--- src/design/tcs_pkg.sv ---
// Shared constants, types and helpers of the timer/counter with shared prescaler
package tcs_pkg;

  // ----------------------------------------
  // Register indices (byte address is four times the index)
  // ----------------------------------------
  localparam logic [9:0] IDX_COUNT = 10'h001;
  localparam logic [9:0] IDX_INTCTL = 10'h00B;
  localparam logic [9:0] IDX_OPTION = 10'h081;
  localparam logic [9:0] IDX_CORE = 10'h090;

  // ----------------------------------------
  // Reset values and counter limits
  // ----------------------------------------
  localparam logic [7:0] COUNT_RESET = 8'h00;
  localparam logic [7:0] INTCTL_RESET = 8'h00;
  localparam logic [7:0] OPTION_RESET = 8'hFF;
  localparam logic [7:0] COUNT_MAX = 8'hFF;
  localparam logic [7:0] COUNT_ZERO = 8'h00;
  localparam logic [7:0] PSC_ZERO = 8'h00;

  // ----------------------------------------
  // Field positions
  // ----------------------------------------
  localparam int OPT_SRC_BIT = 5;
  localparam int OPT_EDGE_BIT = 4;
  localparam int OPT_ASSIGN_BIT = 3;
  localparam int OPT_RATIO_LSB = 0;
  localparam int OPT_RATIO_MSB = 2;
  localparam int INT_FLAG_BIT = 2;
  localparam int INT_EN_BIT = 5;
  localparam int CORE_SLEEP_BIT = 0;
  localparam int CORE_WDTCLR_BIT = 1;

  // ----------------------------------------
  // Timing
  // ----------------------------------------
  localparam logic [1:0] PHASE_Q1 = 2'h0;
  localparam logic [1:0] PHASE_Q2 = 2'h1;
  localparam logic [1:0] PHASE_Q4 = 2'h3;
  localparam logic [1:0] INHIBIT_CYCLES = 2'h2;
  localparam logic [1:0] INHIBIT_NONE = 2'h0;

  typedef enum logic [0:0] {
    TCS_APB_IDLE = 1'b0,
    TCS_APB_ANSWER = 1'b1
  } tcs_apb_st_t;

  function automatic logic [9:0] reg_index(input logic [11:0] addr);
    reg_index = addr[11:2];
  endfunction

  // Tap n of the prescaler divides its count enable by 2^(n+1)
  function automatic logic f_tap(input logic [7:0] cnt, input logic [2:0] ratio);
    f_tap = cnt[ratio];
  endfunction

endpackage

--- src/design/tcs_prescaler.sv ---
// Eight-bit prescaler counter shared by the timer and the watchdog
`timescale 1ns/100ps
module tcs_prescaler (
  input wire logic pclk,
  input wire logic presetn,
  input wire logic clear,
  input wire logic count_en,
  output logic [7:0] cnt
);

  // Clear wins over counting so a write never leaves a partial count
  always_ff @(posedge pclk or negedge presetn) begin
    if (!presetn) begin
      cnt <= tcs_pkg::PSC_ZERO;
    end else if (clear) begin
      cnt <= tcs_pkg::PSC_ZERO;
    end else if (count_en) begin
      cnt <= cnt + 8'h01;
    end
  end

endmodule

--- src/design/tcs_timer.sv ---
// Timer/counter top with APB registers, shared prescaler and overflow flag
//
// Chosen here: the APB interface to the registers.
`timescale 1ns/100ps
// Notes on behaviour
// - Source select clear: count every instruction cycle, or prescaler output.
// - After a count write, no increment for two instruction cycles.
// - Source select set: count edges of the external count input.
// - Edge select clear means rising edges, set means falling edges.
// - Prescaler belongs to timer or watchdog only; assign clear gives timer.
// - Timer ratios span 1:2 to 1:256 in powers of two.
// - Prescaler count is neither readable nor writable by software.
// - Rollover from FF to 00 sets the overflow flag.
// - Interrupt request masked when enable is clear; flag still sets.
// - Timer halts during sleep; no overflow wake-up.
// - External path sampled at phases two and four of each cycle.
// - Prescaler divides the external input ahead of the sampling stage.
// - External edge reaches the counter three to seven clock periods later.
// - Prescaler is eight bits; with the watchdog it postscales timeouts.
// - Any count write clears the prescaler while the timer owns it.
// - Watchdog clear clears the prescaler while the watchdog owns it.
// - Assignment may change at any time without stop or reset.
module tcs_timer (
  input wire logic pclk,
  input wire logic presetn,
  input wire logic psel,
  input wire logic penable,
  input wire logic pwrite,
  input wire logic [11:0] paddr,
  input wire logic [31:0] pwdata,
  output logic [31:0] prdata,
  output logic pready,
  output logic pslverr,
  input wire logic external_count_input,
  input wire logic wdt_tick,
  output logic wdt_timeout,
  output logic wdt_clear,
  output logic overflow_irq
);

  // ----------------------------------------
  // Declarations
  // ----------------------------------------
  tcs_pkg::tcs_apb_st_t apb_st_reg;
  tcs_pkg::tcs_apb_st_t apb_st_next;
  logic [7:0] count_reg;
  logic [7:0] intctl_reg;
  logic [7:0] option_reg;
  logic sleep_reg;
  logic [1:0] phase_reg;
  logic [1:0] inhibit_reg;
  logic tap_prev_reg;
  logic ext_prev_reg;
  logic samp_a_reg;
  logic samp_b_reg;
  logic samp_c_reg;
  logic [31:0] prdata_reg;
  logic pready_reg;
  logic pslverr_reg;
  logic wdt_timeout_reg;
  logic wdt_clear_reg;
  logic irq_reg;
  logic [7:0] psc_cnt;
  logic [9:0] idx;
  logic hit;
  logic setup;
  logic wr_fire;
  logic wr_count;
  logic wr_intctl;
  logic wr_option;
  logic wr_core;
  logic wdt_clr_cmd;
  logic inst_tick;
  logic q2;
  logic q4;
  logic src_counter;
  logic edge_fall;
  logic to_wdt;
  logic [2:0] ratio;
  logic ext_level;
  logic ext_rise;
  logic tap;
  logic tap_rise;
  logic sync_rise;
  logic psc_en;
  logic psc_clear;
  logic inc_src;
  logic inc;

  // ----------------------------------------
  // Option fields
  // ----------------------------------------
  assign src_counter = option_reg[tcs_pkg::OPT_SRC_BIT];
  assign edge_fall = option_reg[tcs_pkg::OPT_EDGE_BIT];
  assign to_wdt = option_reg[tcs_pkg::OPT_ASSIGN_BIT];
  assign ratio = option_reg[tcs_pkg::OPT_RATIO_MSB:tcs_pkg::OPT_RATIO_LSB];

  // ----------------------------------------
  // APB slave
  // ----------------------------------------
  assign idx = tcs_pkg::reg_index(paddr);
  assign hit = (paddr[1:0] == 2'h0) &&
               ((idx == tcs_pkg::IDX_COUNT) || (idx == tcs_pkg::IDX_INTCTL) ||
                (idx == tcs_pkg::IDX_OPTION) || (idx == tcs_pkg::IDX_CORE));
  assign setup = psel && !penable;
  assign wr_fire = psel && penable && pready_reg && pwrite && hit;
  assign wr_count = wr_fire && (idx == tcs_pkg::IDX_COUNT);
  assign wr_intctl = wr_fire && (idx == tcs_pkg::IDX_INTCTL);
  assign wr_option = wr_fire && (idx == tcs_pkg::IDX_OPTION);
  assign wr_core = wr_fire && (idx == tcs_pkg::IDX_CORE);
  assign wdt_clr_cmd = wr_core && pwdata[tcs_pkg::CORE_WDTCLR_BIT];

  always_comb begin
    apb_st_next = apb_st_reg;
    case (apb_st_reg)
      tcs_pkg::TCS_APB_IDLE: begin
        if (setup) begin
          apb_st_next = tcs_pkg::TCS_APB_ANSWER;
        end
      end
      tcs_pkg::TCS_APB_ANSWER: begin
        apb_st_next = tcs_pkg::TCS_APB_IDLE;
      end
      default: begin
        apb_st_next = tcs_pkg::TCS_APB_IDLE;
      end
    endcase
  end

  always_ff @(posedge pclk or negedge presetn) begin
    if (!presetn) begin
      apb_st_reg <= tcs_pkg::TCS_APB_IDLE;
      pready_reg <= 1'b0;
      pslverr_reg <= 1'b0;
    end else begin
      apb_st_reg <= apb_st_next;
      pready_reg <= (apb_st_next == tcs_pkg::TCS_APB_ANSWER);
      pslverr_reg <= (apb_st_next == tcs_pkg::TCS_APB_ANSWER) && !hit;
    end
  end

  // Read data is registered in the setup cycle; prescaler is not visible
  always_ff @(posedge pclk or negedge presetn) begin
    if (!presetn) begin
      prdata_reg <= 32'h0000_0000;
    end else if (setup) begin
      prdata_reg <= 32'h0000_0000;
      if (!pwrite && hit) begin
        case (idx)
          tcs_pkg::IDX_COUNT: prdata_reg[7:0] <= count_reg;
          tcs_pkg::IDX_INTCTL: prdata_reg[7:0] <= intctl_reg;
          tcs_pkg::IDX_OPTION: prdata_reg[7:0] <= option_reg;
          tcs_pkg::IDX_CORE: prdata_reg[tcs_pkg::CORE_SLEEP_BIT] <= sleep_reg;
          default: prdata_reg <= 32'h0000_0000;
        endcase
      end
    end
  end

  // ----------------------------------------
  // Configuration registers
  // ----------------------------------------
  // Assignment may be rewritten any time; no side effect on the counter
  always_ff @(posedge pclk or negedge presetn) begin
    if (!presetn) begin
      option_reg <= tcs_pkg::OPTION_RESET;
    end else if (wr_option) begin
      option_reg <= pwdata[7:0];
    end
  end

  always_ff @(posedge pclk or negedge presetn) begin
    if (!presetn) begin
      sleep_reg <= 1'b0;
    end else if (wr_core) begin
      sleep_reg <= pwdata[tcs_pkg::CORE_SLEEP_BIT];
    end
  end

  // Overflow sets the flag even if the same write clears it
  always_ff @(posedge pclk or negedge presetn) begin
    if (!presetn) begin
      intctl_reg <= tcs_pkg::INTCTL_RESET;
    end else begin
      if (wr_intctl) begin
        intctl_reg <= pwdata[7:0];
      end
      if (inc && !wr_count && (count_reg == tcs_pkg::COUNT_MAX)) begin
        intctl_reg[tcs_pkg::INT_FLAG_BIT] <= 1'b1;
      end
    end
  end

  // Request only, the flag stays set until software writes it clear
  always_ff @(posedge pclk or negedge presetn) begin
    if (!presetn) begin
      irq_reg <= 1'b0;
    end else begin
      irq_reg <= intctl_reg[tcs_pkg::INT_FLAG_BIT] && intctl_reg[tcs_pkg::INT_EN_BIT];
    end
  end

  // ----------------------------------------
  // Phase clocks: four pclk periods per instruction cycle
  // ----------------------------------------
  always_ff @(posedge pclk or negedge presetn) begin
    if (!presetn) begin
      phase_reg <= tcs_pkg::PHASE_Q1;
    end else begin
      phase_reg <= phase_reg + 2'h1;
    end
  end

  assign q2 = (phase_reg == tcs_pkg::PHASE_Q2);
  assign q4 = (phase_reg == tcs_pkg::PHASE_Q4);
  assign inst_tick = q4;

  // ----------------------------------------
  // Shared prescaler
  // ----------------------------------------
  // Edge select flips the input so the active edge is always a rise
  assign ext_level = external_count_input ^ edge_fall;
  assign ext_rise = ext_level && !ext_prev_reg;

  // Timer counting halts in sleep; the watchdog side keeps running
  always_comb begin
    if (to_wdt) begin
      psc_en = wdt_tick;
    end else if (sleep_reg) begin
      psc_en = 1'b0;
    end else if (src_counter) begin
      psc_en = ext_rise;
    end else begin
      psc_en = inst_tick;
    end
  end

  assign psc_clear = (wr_count && !to_wdt) || (wdt_clr_cmd && to_wdt);

  tcs_prescaler i_tcs_prescaler (
    .pclk(pclk),
    .presetn(presetn),
    .clear(psc_clear),
    .count_en(psc_en),
    .cnt(psc_cnt)
  );

  // Tap bit gives 1:2 for code zero up to 1:256 for code seven
  assign tap = tcs_pkg::f_tap(psc_cnt, ratio);
  assign tap_rise = tap && !tap_prev_reg;

  always_ff @(posedge pclk or negedge presetn) begin
    if (!presetn) begin
      tap_prev_reg <= 1'b0;
      // High matches an idle low pin under the reset falling-edge choice
      ext_prev_reg <= 1'b1;
    end else begin
      tap_prev_reg <= tap;
      ext_prev_reg <= ext_level;
    end
  end

  // ----------------------------------------
  // External path sampling on phases two and four
  // ----------------------------------------
  // Prescaled tap when owned by the timer, else the edge-adjusted pin
  assign inc_src = to_wdt ? ext_level : tap;

  always_ff @(posedge pclk or negedge presetn) begin
    if (!presetn) begin
      // No false edge right after reset with the pin idle low
      samp_a_reg <= 1'b1;
      samp_b_reg <= 1'b1;
      samp_c_reg <= 1'b1;
    end else begin
      if (q2) begin
        samp_a_reg <= inc_src;
      end
      if (q4) begin
        samp_b_reg <= samp_a_reg;
        samp_c_reg <= samp_b_reg;
      end
    end
  end

  // One pulse in the cycle after phase four, giving the bounded latency
  assign sync_rise = (phase_reg == tcs_pkg::PHASE_Q1) && samp_b_reg && !samp_c_reg;

  // ----------------------------------------
  // Counter
  // ----------------------------------------
  always_comb begin
    if (sleep_reg || (inhibit_reg != tcs_pkg::INHIBIT_NONE)) begin
      inc = 1'b0;
    end else if (src_counter) begin
      inc = sync_rise;
    end else if (to_wdt) begin
      inc = inst_tick;
    end else begin
      inc = tap_rise;
    end
  end

  // Inhibit counts down on instruction cycles after any count write
  always_ff @(posedge pclk or negedge presetn) begin
    if (!presetn) begin
      inhibit_reg <= tcs_pkg::INHIBIT_NONE;
    end else if (wr_count) begin
      inhibit_reg <= tcs_pkg::INHIBIT_CYCLES;
    end else if (inst_tick && (inhibit_reg != tcs_pkg::INHIBIT_NONE)) begin
      inhibit_reg <= inhibit_reg - 2'h1;
    end
  end

  // Wraps from FF to 00 and keeps going, flag or not
  always_ff @(posedge pclk or negedge presetn) begin
    if (!presetn) begin
      count_reg <= tcs_pkg::COUNT_RESET;
    end else if (wr_count) begin
      count_reg <= pwdata[7:0];
    end else if (inc) begin
      count_reg <= count_reg + 8'h01;
    end
  end

  // ----------------------------------------
  // Watchdog side
  // ----------------------------------------
  // Postscaled timeout when assigned, raw timeout otherwise
  always_ff @(posedge pclk or negedge presetn) begin
    if (!presetn) begin
      wdt_timeout_reg <= 1'b0;
      wdt_clear_reg <= 1'b0;
    end else begin
      wdt_timeout_reg <= to_wdt ? tap_rise : wdt_tick;
      wdt_clear_reg <= wdt_clr_cmd;
    end
  end

  assign prdata = prdata_reg;
  assign pready = pready_reg;
  assign pslverr = pslverr_reg;
  assign wdt_timeout = wdt_timeout_reg;
  assign wdt_clear = wdt_clear_reg;
  assign overflow_irq = irq_reg;
endmodule

--- config.mk ---
export PLATFORM = sky130hd
export DESIGN_NAME = tcs_timer
export DESIGN_NICKNAME = d
export VERILOG_FILES = /design/src/design/tcs_pkg.sv /design/src/design/tcs_prescaler.sv /design/src/design/tcs_timer.sv
export SDC_FILE = /design/constraint.sdc
export NUM_CORES = 1
export LEC_CHECK = 0
export ABC_AREA = 1
export BUFFER_PORTS_ARGS = -buffer_cell sky130_fd_sc_hd__buf_4
export CORE_ASPECT_RATIO = 2
export CORE_MARGIN = 5
export CORE_UTILIZATION = 35
export CTS_CLUSTER_DIAMETER = 150
export CTS_CLUSTER_SIZE = 24
export DETAILED_ROUTE_END_ITERATION = 8
export SETUP_SLACK_MARGIN = 0.05
export SLEW_MARGIN = 25
export SYNTH_ARGS = -nofsm -noshare
export SYNTH_HDL_FRONTEND = slang
export SYNTH_SLANG_ARGS = --single-unit
--- constraint.sdc ---
create_clock -name pclk -period 2.2 [get_ports pclk]
set_clock_uncertainty 0.15 [all_clocks]
set_input_delay 0.33 -clock pclk [delete_from_list [all_inputs] [get_ports pclk]]
set_output_delay 0.33 -clock pclk [all_outputs]
set_load 0.02 [all_outputs]
==> out/metrics.cfg, run 1 <==
[run_status]
status = complete, no violations

[synthesis]
ys_seq_area_share_pct = 41.1
synth.distinct_cells = 36
synth_edf_count = 0
yosysTopAreaCellShare_pct = 31.8
syn_area_mm2 = 0.00339
postSynthCellCount = 447
synth_ff_type = dfrtp_1
synth_largest_area_cell = dfrtp_1
synthTopCellsByArea = dfrtp_1 (32%), nand2_1 (15%), dfstp_2 (9.3%), inv_1 (6.5%), buf_4 (5.3%)
synth_warnings = 0
syn_area_per_cell_um2 = 7.57
synth_seq_cells = 55
async_flop_share_pct = 100

[critical_path]
critPathLaunchType = flop
crit_fanout = 8
cp.arrival_ps = 1990
cp-end-kind = flop
crit_required_ps = 2270
critPathKind = reg2reg

[die]
start_util_pct = 35.8
row_count = 50
io_pins = 88
die_w_um = 79.5
die-area_mm2 = 0.0119
die_y_um = 149
core-area_mm2 = 0.00945

[sta]
worst_pin_slew_ps = 706
holdWs_ps = 117
period_share_pct = 87.3
setup_ws_ps = 280
setup_violations = 0
rsz0062_at_grt = no
setup_tns_ps = 0
slew_viol_final = 0
relSlewSlack_pct = 52.9
hold_viol_final = 0
fmax_mhz = 521
fin_crit_ps = 1920

[layout]
fin_nets = 551
fillers = 975
drive_above_1_share_pct = 19.4
utilization_pct = 41.9
diodes = 0
area_delta_synth_final_pct = 16.8

[grt]
antenna_found_initial = 0
grt_overflow_total = 0
grt_pass1_wl_um = 12700
grt_pass1_vias = 2711
grt_use_total_pct = 13.5
grt_max_degree = 56

[placement]
io_buffers = 39
place_congestion = 0.843
dp_slack_ps = 172
hpwlAfterDp_um = 6340

[cts]
cts_buffer_depth = 2
cts_setup_buffers = 0
root_buffer = clkbuf_16
numCtsBuffers = 5
cts_tree = done
clk_latency_ps = 300
cts_sinks = 55
htreeDepth = 2
path_clk_slew_ps = 70

[power]
seqPwrFrac_pct = 48.0
p_sw_share_pct = 24.3
max-vdd-ir-drop_uv = 297
leakage_nw = 2.06
pwr-share-clk_pct = 42.0
power_switching_mw = 0.529
comb_power_share_pct = 10.0
power_density_mw_per_mm2 = 551
p_total_mw = 2.18
p_int_mw = 1.65

[drt]
drc = 0
dr.pass1.iters = 4
final_antenna_net_count = 0
routed_wl_um = 7790
drt-initial-drc-count = 115
vias_per_cell = 4.51
via_count = 2816
wl_per_cell_um = 12.5

[worst_hold_path]
min_path_type = in2reg

[run]
drv_cap = 0

## area by class of cell
type	count	area (um2)	area share [%]
Inverter	64	240	6.08
Tap cell	130	163	4.11
Sequential cell	55	1390	35.2
Timing Repair Buffer	46	348	8.80
Clock buffer	5	125	3.16
Clock inverter	3	47.5	1.20
Multi-Input combinational cell	322	1640	41.5
## metrics by stage
step	std cells	area, um2
detailed placement	616	3760
floorplan	470	3470
CTS	625	3940
finish	625	3950
global route	625	3950
global placement	616	3760
## per-layer routing
layer	routed length, um	GRT usage, %	up-vias
li1	-	-	1458
met5	0	0	-
met1	2880	14.0	1290
met3	306	1.75	7
met2	4470	26.5	61
met4	132	4.99	0
## power groups by stage
| stage | combinational (mW) | clock (mW) | sequential [mW] |
|---|---|---|---|
| global route | 0.249 | 0.985 | 1.05 |
| global placement | 0.212 | 0 | 1.06 |
| finish | 0.218 | 0.915 | 1.05 |
| detailed placement | 0.218 | 0 | 1.06 |
| floorplan | 0.154 | 0 | 1.07 |
| CTS | 0.220 | 0.945 | 1.05 |
## placed cells by master (no fill, tap or decap), drive strengths merged, types with 3 or more instances in the layout
cell type	n
a21oi	4
buf	45
clkbuf	5
conb	24
dfrtp	43
dfstp	12
ha	6
inv	64
nand2	139
nand3	38
nand3b	3
nand4	14
nor2	38
nor3	6
o211ai	3
o21ai	30
xor2	8
## cell usage after synthesis (2+ instances only)
library cell / number
nor2_1: 28
o21ai_1: 17
nand4_1: 12
xnor2_1: 2
dfstp_2: 12
xor2_1: 8
nor4_1: 2
nor2_4: 4
a21oi_1: 4
buf_4: 24
inv_1: 59
o21ai_0: 5
nor3_1: 6
nand3_2: 3
o221ai_1: 2
buf_2: 4
nor2_2: 5
dfrtp_1: 43
inv_2: 4
nand3_1: 35
nand3b_1: 2
o21ai_2: 8
ha_1: 6
nand2_1: 138
o211ai_1: 3
## worst paths after layout
kind,start,endpoint,slack [ps],cells past startpoint
worst max-delay path,option_reg[4]$_DFFE_PN1P_,i_tcs_prescaler.cnt[7]$_DFFE_PN0P_,280,10
worst min-delay path,wdt_tick,wdt_timeout$_DFF_PN0_,120,3
worst max register to register,option_reg[4]$_DFFE_PN1P_,i_tcs_prescaler.cnt[7]$_DFFE_PN0P_,280,10
worst min register to register,samp_b_reg$_DFFE_PN1P_,samp_b_reg$_DFFE_PN1P_,320,2
max in group asynchronous,presetn,prdata[5]$_DFFE_PN0P_,950,2
min in group asynchronous,presetn,phase_reg[0]$_DFF_PN0_,470,2
## cells by family after synthesis
family	count (synthesis)	share of synthesized area, %
other	1	0.111
AO/OA/AOI/OAI	41	7.47
flip-flops	55	41.1
buffers and inverters	93	13.3
adder cells (fa/ha/maj)	6	2.22
XOR/XNOR	10	2.59
AND/OR/NAND/NOR	241	33.2
## critical path: stages, from the launching register on
cell      delay (ps)
dfstp_2          560
inv_1             80
nand2_1           80
nand3b_1          80
nand2_1           60
nand2_1           40
nand2_1          210
nand3b_1         150
nor2_1           190
nand3_1           90
a21oi_1          150
## timing repair
| item | 4_1_cts | 5_1_grt |
|---|---|---|
| gates resized for setup | 0 | 3 |
| endpoints found under the setup margin | 0 | 10 |
| hold buffers | 1 | 0 |
| endpoints found under the hold margin | 43 | 0 |
Note: power is estimated with default switching activity, not from simulation.
==> run 2: changes to the inputs <==
- ABC_AREA: 1 -> not set
- REMOVE_ABC_BUFFERS: not set -> 1
==> run 2 against run 1 <==
- synthesized cell count shrank 34%
- routed wire length decreased by 4.4%
- sequential share of layout area increased by 1.5 points
- via count is 16% lower
- non-clock buffer count increased by 19
- global-route usage is 0.81 points higher
- hold slack got worse by 72 ps
- largest cell class unchanged
==> out/metrics.cfg, run 2 <==
[critical_path]
crit_required_ps = 2280  ; about the same
critPathLaunchType = flop
crit_chain = inv_1, ha_2, nand2b_4, a2111oi_4, a31oi_4, or4b_2, nand3_1
cp-end-kind = flop
reg2reg_depth = 7  ; -3
crit_slowest_cell = or4b_2
cp.arrival_ps = 2160  ; +170 ps
r2r_end = count_reg[4]$_DFFE_PN0P_
slowest_delay_ps = 620  ; +60 ps
reg2reg_from = inhibit_reg[1]$_DFFE_PN0P_
crit_fanout = 4  ; -4
critPathKind = reg2reg
r2r_setup_slack_ps = 120  ; -160 ps

[die]
row_count = 48  ; -4.0%
core-area_mm2 = 0.00865  ; -8.5%
die-area_mm2 = 0.0109  ; -8.2%
die_y_um = 143  ; -4.3%
io_pins = 88  ; unchanged
start_util_pct = 35.6  ; -0.25 points
die_w_um = 76.3  ; -4.1%

[sta]
holdWs_ps = 45.7  ; -71.6 ps
rsz0062_at_grt = yes
hold_viol_final = 0  ; unchanged
setup_violations = 0  ; unchanged
setup_tns_ps = 0  ; unchanged
period_share_pct = 94.6  ; +7.3 points
relSlewSlack_pct = 52.5  ; -0.45 points
worst_pin_slew_ps = 713  ; +6.81 ps
fmax_mhz = 480  ; -7.7%
fin_crit_ps = 2080  ; +161 ps
slew_viol_final = 0  ; unchanged

[power]
p_total_mw = 2.30  ; +5.5%
power_density_mw_per_mm2 = 606  ; +10%
leakage_nw = 1.70  ; -17%
max-vdd-ir-drop_uv = 501  ; +69%

[synthesis]
synth_largest_area_cell = dfrtp_1
synthTopCellsByArea = dfrtp_1 (35%), dfstp_2 (10%), mux2_2 (9.5%), buf_4 (5.9%), nand2_1 (3.2%)
postSynthCellCount = 294  ; -34%
synth_commonest_cells = dfrtp_1 (43), mux2_2 (26), nand2_1 (26)
synth_most_common_cell = dfrtp_1
synth.distinct_cells = 55  ; +53%
syn_area_per_cell_um2 = 10.5  ; +38%
syn_area_mm2 = 0.00308  ; -9.1%
ys_seq_area_share_pct = 45.2  ; +4.1 points
synth_edf_count = 0  ; unchanged
async_flop_share_pct = 100  ; unchanged
synth_seq_cells = 55  ; unchanged
synth_ff_type = dfrtp_1
yosysTopAreaCellShare_pct = 35.0  ; +3.2 points
synth_warnings = 0  ; unchanged

[layout]
fin_nets = 413  ; -25%
design_area_mm2 = 0.00379  ; -4.1%
drive_above_1_share_pct = 36.4  ; +17 points
diodes = 0  ; unchanged
final_cell_mix = buf_4 (62), dfrtp_1 (43), nand2_1 (26), mux2_2 (26), conb_1 (24)
area_delta_synth_final_pct = 23.2
layout_commonest_cell = buf_4

[grt]
grt_max_degree = 56  ; unchanged
grt_overflow_total = 0  ; unchanged
antenna_found_initial = 0  ; unchanged
grt_pass1_wl_um = 12400  ; -2.4%
grt_pass1_vias = 2577  ; -4.9%
grt_use_total_pct = 14.3  ; +0.81 points

[cts]
path_clk_slew_ps = 70  ; about the same
cts_setup_buffers = 0  ; unchanged
cts_tree = done
root_buffer = clkbuf_16
cts_sinks = 55  ; unchanged
htreeDepth = 2  ; unchanged
cts_buffer_depth = 2  ; unchanged
clk_latency_ps = 300  ; about the same
numCtsBuffers = 5  ; unchanged

[drt]
dr.pass1.iters = 5  ; +1
wl_per_cell_um = 16.3  ; +31%
routed_wl_um = 7450  ; -4.4%
drc = 0  ; unchanged
via_count = 2371  ; -16%
vias_per_cell = 5.19  ; +15%
drt-initial-drc-count = 104  ; -9.6%
final_antenna_net_count = 0  ; unchanged

[placement]
hpwlAfterDp_um = 5810  ; -8.5%
io_buffers = 39  ; unchanged
place_congestion = 0.804  ; -4.6%
place_area_mm2 = 0.00357  ; -5.2%

[worst_hold_path]
min-delay-start = external_count_input
min_path_type = in2reg
min_to = ext_prev_reg$_DFF_PN1_
holdPathStages = 2  ; -1

[run_status]
status = complete, no violations

[run]
drv_cap = 0  ; unchanged

==> run 2: cell count changes after synthesis, sizes merged, moves of 6 or more <==
cell / before / now
a22oi: 0 / 9
and2: 0 / 6
clkbuf: 0 / 6
inv: 63 / 9
mux2: 0 / 27
mux2i: 0 / 7
nand2: 139 / 27
nand2b: 0 / 7
nand3: 38 / 9
nand4: 14 / 3
nor2: 38 / 15
o21ai: 30 / 17
==> run 2: repair_timing <==
item | CTS | global route
hold buffers | 1 | 0
setup endpoints to repair | 5 | 11
pin swaps | 2 | 4
endpoints found under the hold margin | 43 | 0
gates cloned | 0 | 0
gates resized for setup | 4 | 9
==> run 2: area by class of cell <==
| class | instances | area (um2) |
|---|---|---|
| fillers | 839 | 4860 |
| multi-input cells | 220 | 1590 |
| flip-flops and latches | 55 | 1390 |
| repair buffers | 65 | 507 |
| clock buffers | 5 | 125 |
| well taps | 100 | 125 |
| inverters | 9 | 33.8 |
| clock inverters | 3 | 18.8 |
==> run 2: how the worst max path moves through the flow <==
| stage | to | start |
|---|---|---|
| floorplan | count_reg[4]$_DFFE_PN0P_ | phase_reg[0]$_DFF_PN0_ |
| global placement | option_reg[4]$_DFFE_PN1P_ | paddr[10] |
| detailed placement | option_reg[4]$_DFFE_PN1P_ | paddr[10] |
| CTS | count_reg[5]$_DFFE_PN0P_ | phase_reg[0]$_DFF_PN0_ |
| global route | count_reg[5]$_DFFE_PN0P_ | phase_reg[0]$_DFF_PN0_ |
| finish | count_reg[4]$_DFFE_PN0P_ | inhibit_reg[1]$_DFFE_PN0P_ |
==> run 2: cell families (layout without fill, tap and decap cells) <==
logic type                 Yosys count  count (layout)  synth area share [%]
and+or+nand+nor                     99              99                  19.3
buffers and inverters               42              82                  8.13
xor gates and xnor gates             4               4                  1.14
other                                1              24                 0.122
DFF                                 55              55                  45.2
muxes                               34              34                  12.3
AOI/OAI and AO/OA                   53              53                  11.4
adders and majority gates            6               6                  2.44
==> run 2: report_power, final <==
group          switching (mW)  total (mW)  internal [mW]
Combinational           0.229       0.386          0.157
Sequential             0.0495        1.11           1.07
Clock                   0.374       0.797          0.423
==> run 2: per-layer routing <==
metal / part of all wire, % / wire length, um / GRT usage, % / vias up
met5: 0 / 0 / 0 / -
met1: 33 / 2470 / 13.9 / 1164
li1: - / - / - / 1127
met3: 3.9 / 292 / 2.02 / 14
met2: 59 / 4400 / 27.8 / 66
met4: 3.8 / 284 / 8.85 / 0
==> run 2: through the flow <==
step / std cells / utilization, % / worst slack, ps
after detailed placement: 448 / 41.2 / -103
final: 457 / 43.9 / 119
after global placement: 448 / 41.2 / -114
after global routing: 457 / 43.9 / 14.6
after CTS: 457 / 43.3 / 52.0
after floorplan: 284 / - / -129
==> run 2: worst max-delay path, delay by kind of cell, from the launching register on <==
family	cells	cell delay, ps
AND/OR/NAND/NOR	3	790
buffers and inverters	1	60
AO/OA/AOI/OAI	2	420
adder cells (fa/ha/maj)	1	200
flip-flops	1	390
==> run 3: changes to the inputs <==
- CORE_MARGIN: 5 -> not set
- RECOVER_POWER: not set -> 50
- SLEW_MARGIN: 25 -> 20
==> run 3 against run 2 <==
- non-clock buffer count increased by 2
- fmax decreased by 0.26%
- final area is 0.23% lower
- clock power rose by 20%
- critical path type unchanged
- largest power group unchanged
==> out/metrics.cfg, run 3 (synthesized netlist as in run 2, its figures left out) <==
[sta]
slew_viol_final = 0  ; unchanged
rsz0062_at_grt = yes
fin_crit_ps = 2090  ; +5.53 ps
period_share_pct = 94.9  ; +0.25 points
relSlewSlack_pct = 7.18  ; -45 points
setup_violations = 0  ; unchanged
worst_pin_slew_ps = 1390  ; +679 ps
fmax_mhz = 479  ; -0.26%
hold_viol_final = 0  ; unchanged

[worst_hold_path]
min-delay-start = external_count_input
holdPathStages = 2  ; unchanged
min_to = ext_prev_reg$_DFF_PN1_
min_path_type = in2reg

[run]
drv_cap = 0  ; unchanged

[critical_path]
cp.arrival_ps = 2160  ; about the same
r2r_setup_slack_ps = 110  ; about the same
reg2reg_from = option_reg[4]$_DFFE_PN1P_
r2r_end = i_tcs_prescaler.cnt[6]$_DFFE_PN0P_
critPathLaunchType = flop
crit_fanout = 11  ; +7
crit_required_ps = 2280  ; about the same
reg2reg_depth = 6  ; -1
critPathKind = reg2reg
cp-end-kind = flop

[grt]
grt_pass1_vias = 2458  ; -4.6%
grt_overflow_total = 0  ; unchanged
grt_max_degree = 56  ; unchanged
grt_use_total_pct = 17.6  ; +3.3 points
grt_pass1_wl_um = 11900  ; -3.4%
antenna_found_initial = 0  ; unchanged

[die]
core-area_mm2 = 0.00859  ; -0.69%
die_y_um = 135  ; -5.6%
start_util_pct = 35.8  ; +0.25 points
die_w_um = 68.3  ; -10%
row_count = 48  ; unchanged
die-area_mm2 = 0.00920  ; -16%
io_pins = 88  ; unchanged

[layout]
diodes = 0  ; unchanged
utilization_pct = 44.1  ; +0.20 points
fin_nets = 415  ; +0.48%
layout_commonest_cell = buf_4
drive_above_1_share_pct = 34.0  ; -2.4 points
stdcell_count = 459  ; +0.44%
area_delta_synth_final_pct = 22.9
final_cell_mix = buf_4 (48), dfrtp_1 (43), nand2_1 (26), mux2_2 (26), conb_1 (24)

[cts]
htreeDepth = 2  ; unchanged
root_buffer = clkbuf_16
cts_sinks = 55  ; unchanged
cts_tree = done
clk_latency_ps = 300  ; about the same
numCtsBuffers = 5  ; unchanged
cts_buffer_depth = 2  ; unchanged
path_clk_slew_ps = 80  ; about the same

[drt]
dr.pass1.iters = 4  ; -1
vias_per_cell = 5.24  ; +0.95%
final_antenna_net_count = 0  ; unchanged
drc = 0  ; unchanged
drt-initial-drc-count = 148  ; +42%
via_count = 2404  ; +1.4%
wl_per_cell_um = 15.7  ; -3.6%
routed_wl_um = 7210  ; -3.2%

[placement]
io_buffers = 39  ; unchanged
place_congestion = 0.814  ; +1.1%
hpwlAfterDp_um = 5500  ; -5.2%
dp_cells = 448  ; unchanged

[run_status]
status = complete, no violations

[power]
leakage_nw = 1.67  ; -1.9%
power_density_mw_per_mm2 = 654  ; +7.9%
p_total_mw = 2.47  ; +7.6%
max-vdd-ir-drop_uv = 343  ; -31%

[run 3: cell count changes in the layout (fill, tap and decap cells not counted), moves of 2 or more]
cell	delta
buf_4	-14
clkbuf_1	+14
clkinv_2	-2
inv_1	-2
nand3_1	-3
nand3_2	+3
o21ai_0	-2
o21ai_1	+2
or4b_2	-2
or4b_4	+2
[run 3: final cells by class]
class                   instances  area, um2
clock inverters                 2       38.8
well taps                     100        125
fillers                       876       4800
multi-input cells             220       1600
inverters                       9       36.3
clock buffers                   6        139
repair buffers                 67        458
flip-flops and latches         55       1390
[run 3: worst max-delay path by stage]
stage,from,to,depth (start not counted)
final,option_reg[4]$_DFFE_PN1P_,i_tcs_prescaler.cnt[6]$_DFFE_PN0P_,6
after CTS,option_reg[0]$_DFFE_PN1P_,count_reg[5]$_DFFE_PN0P_,7
after global routing,option_reg[0]$_DFFE_PN1P_,count_reg[1]$_DFFE_PN0P_,8
after detailed placement,inhibit_reg[1]$_DFFE_PN0P_,count_reg[5]$_DFFE_PN0P_,9
after global placement,inhibit_reg[0]$_DFFE_PN0P_,count_reg[5]$_DFFE_PN0P_,9
after floorplan,phase_reg[0]$_DFF_PN0_,count_reg[4]$_DFFE_PN0P_,6
[run 3: stage by stage]
step,area [um2],hold WS [ps],TNS [ps],setup slack (ps)
2_1_floorplan,2950,-116,-324,-129
3_3_place_gp,3550,278,-582,-101
3_5_place_dp,3550,277,-1320,-182
4_1_cts,3790,56.0,0,26.8
5_1_grt,3780,58.8,-9.16,-9.07
6_report,3780,60.2,0,113
[run 3: timing repair]
action                                 CTS  global route
hold buffers                             1             0
resized for setup                       12            13
buffers inserted                         1             1
setup endpoints to repair                6            14
endpoints found under the hold margin   43             0
pin swaps                                8            13
[run 3: metal layers]
layer | routed length (um) | track usage (%)
met5 | 0 | 0
met4 | 121 | 7.29
met2 | 4310 | 32.5
met3 | 257 | 2.53
met1 | 2520 | 18.9
[run 3: worst max-delay path, cell delays in order, from the launching register on]
cell and delay [ps]:
dfstp_2 560, xor2_1 250, a2bb2oi_1 110, o31a_1 270
buf_4 180, or3_1 350, a21oi_1 150
[run 3: power breakdown]
group	internal (mW)	switching [mW]	leakage, nW	total, mW
clock	0.573	0.385	0.0875	0.959
sequential	1.06	0.0503	0.675	1.12
combinational	0.165	0.234	0.906	0.399
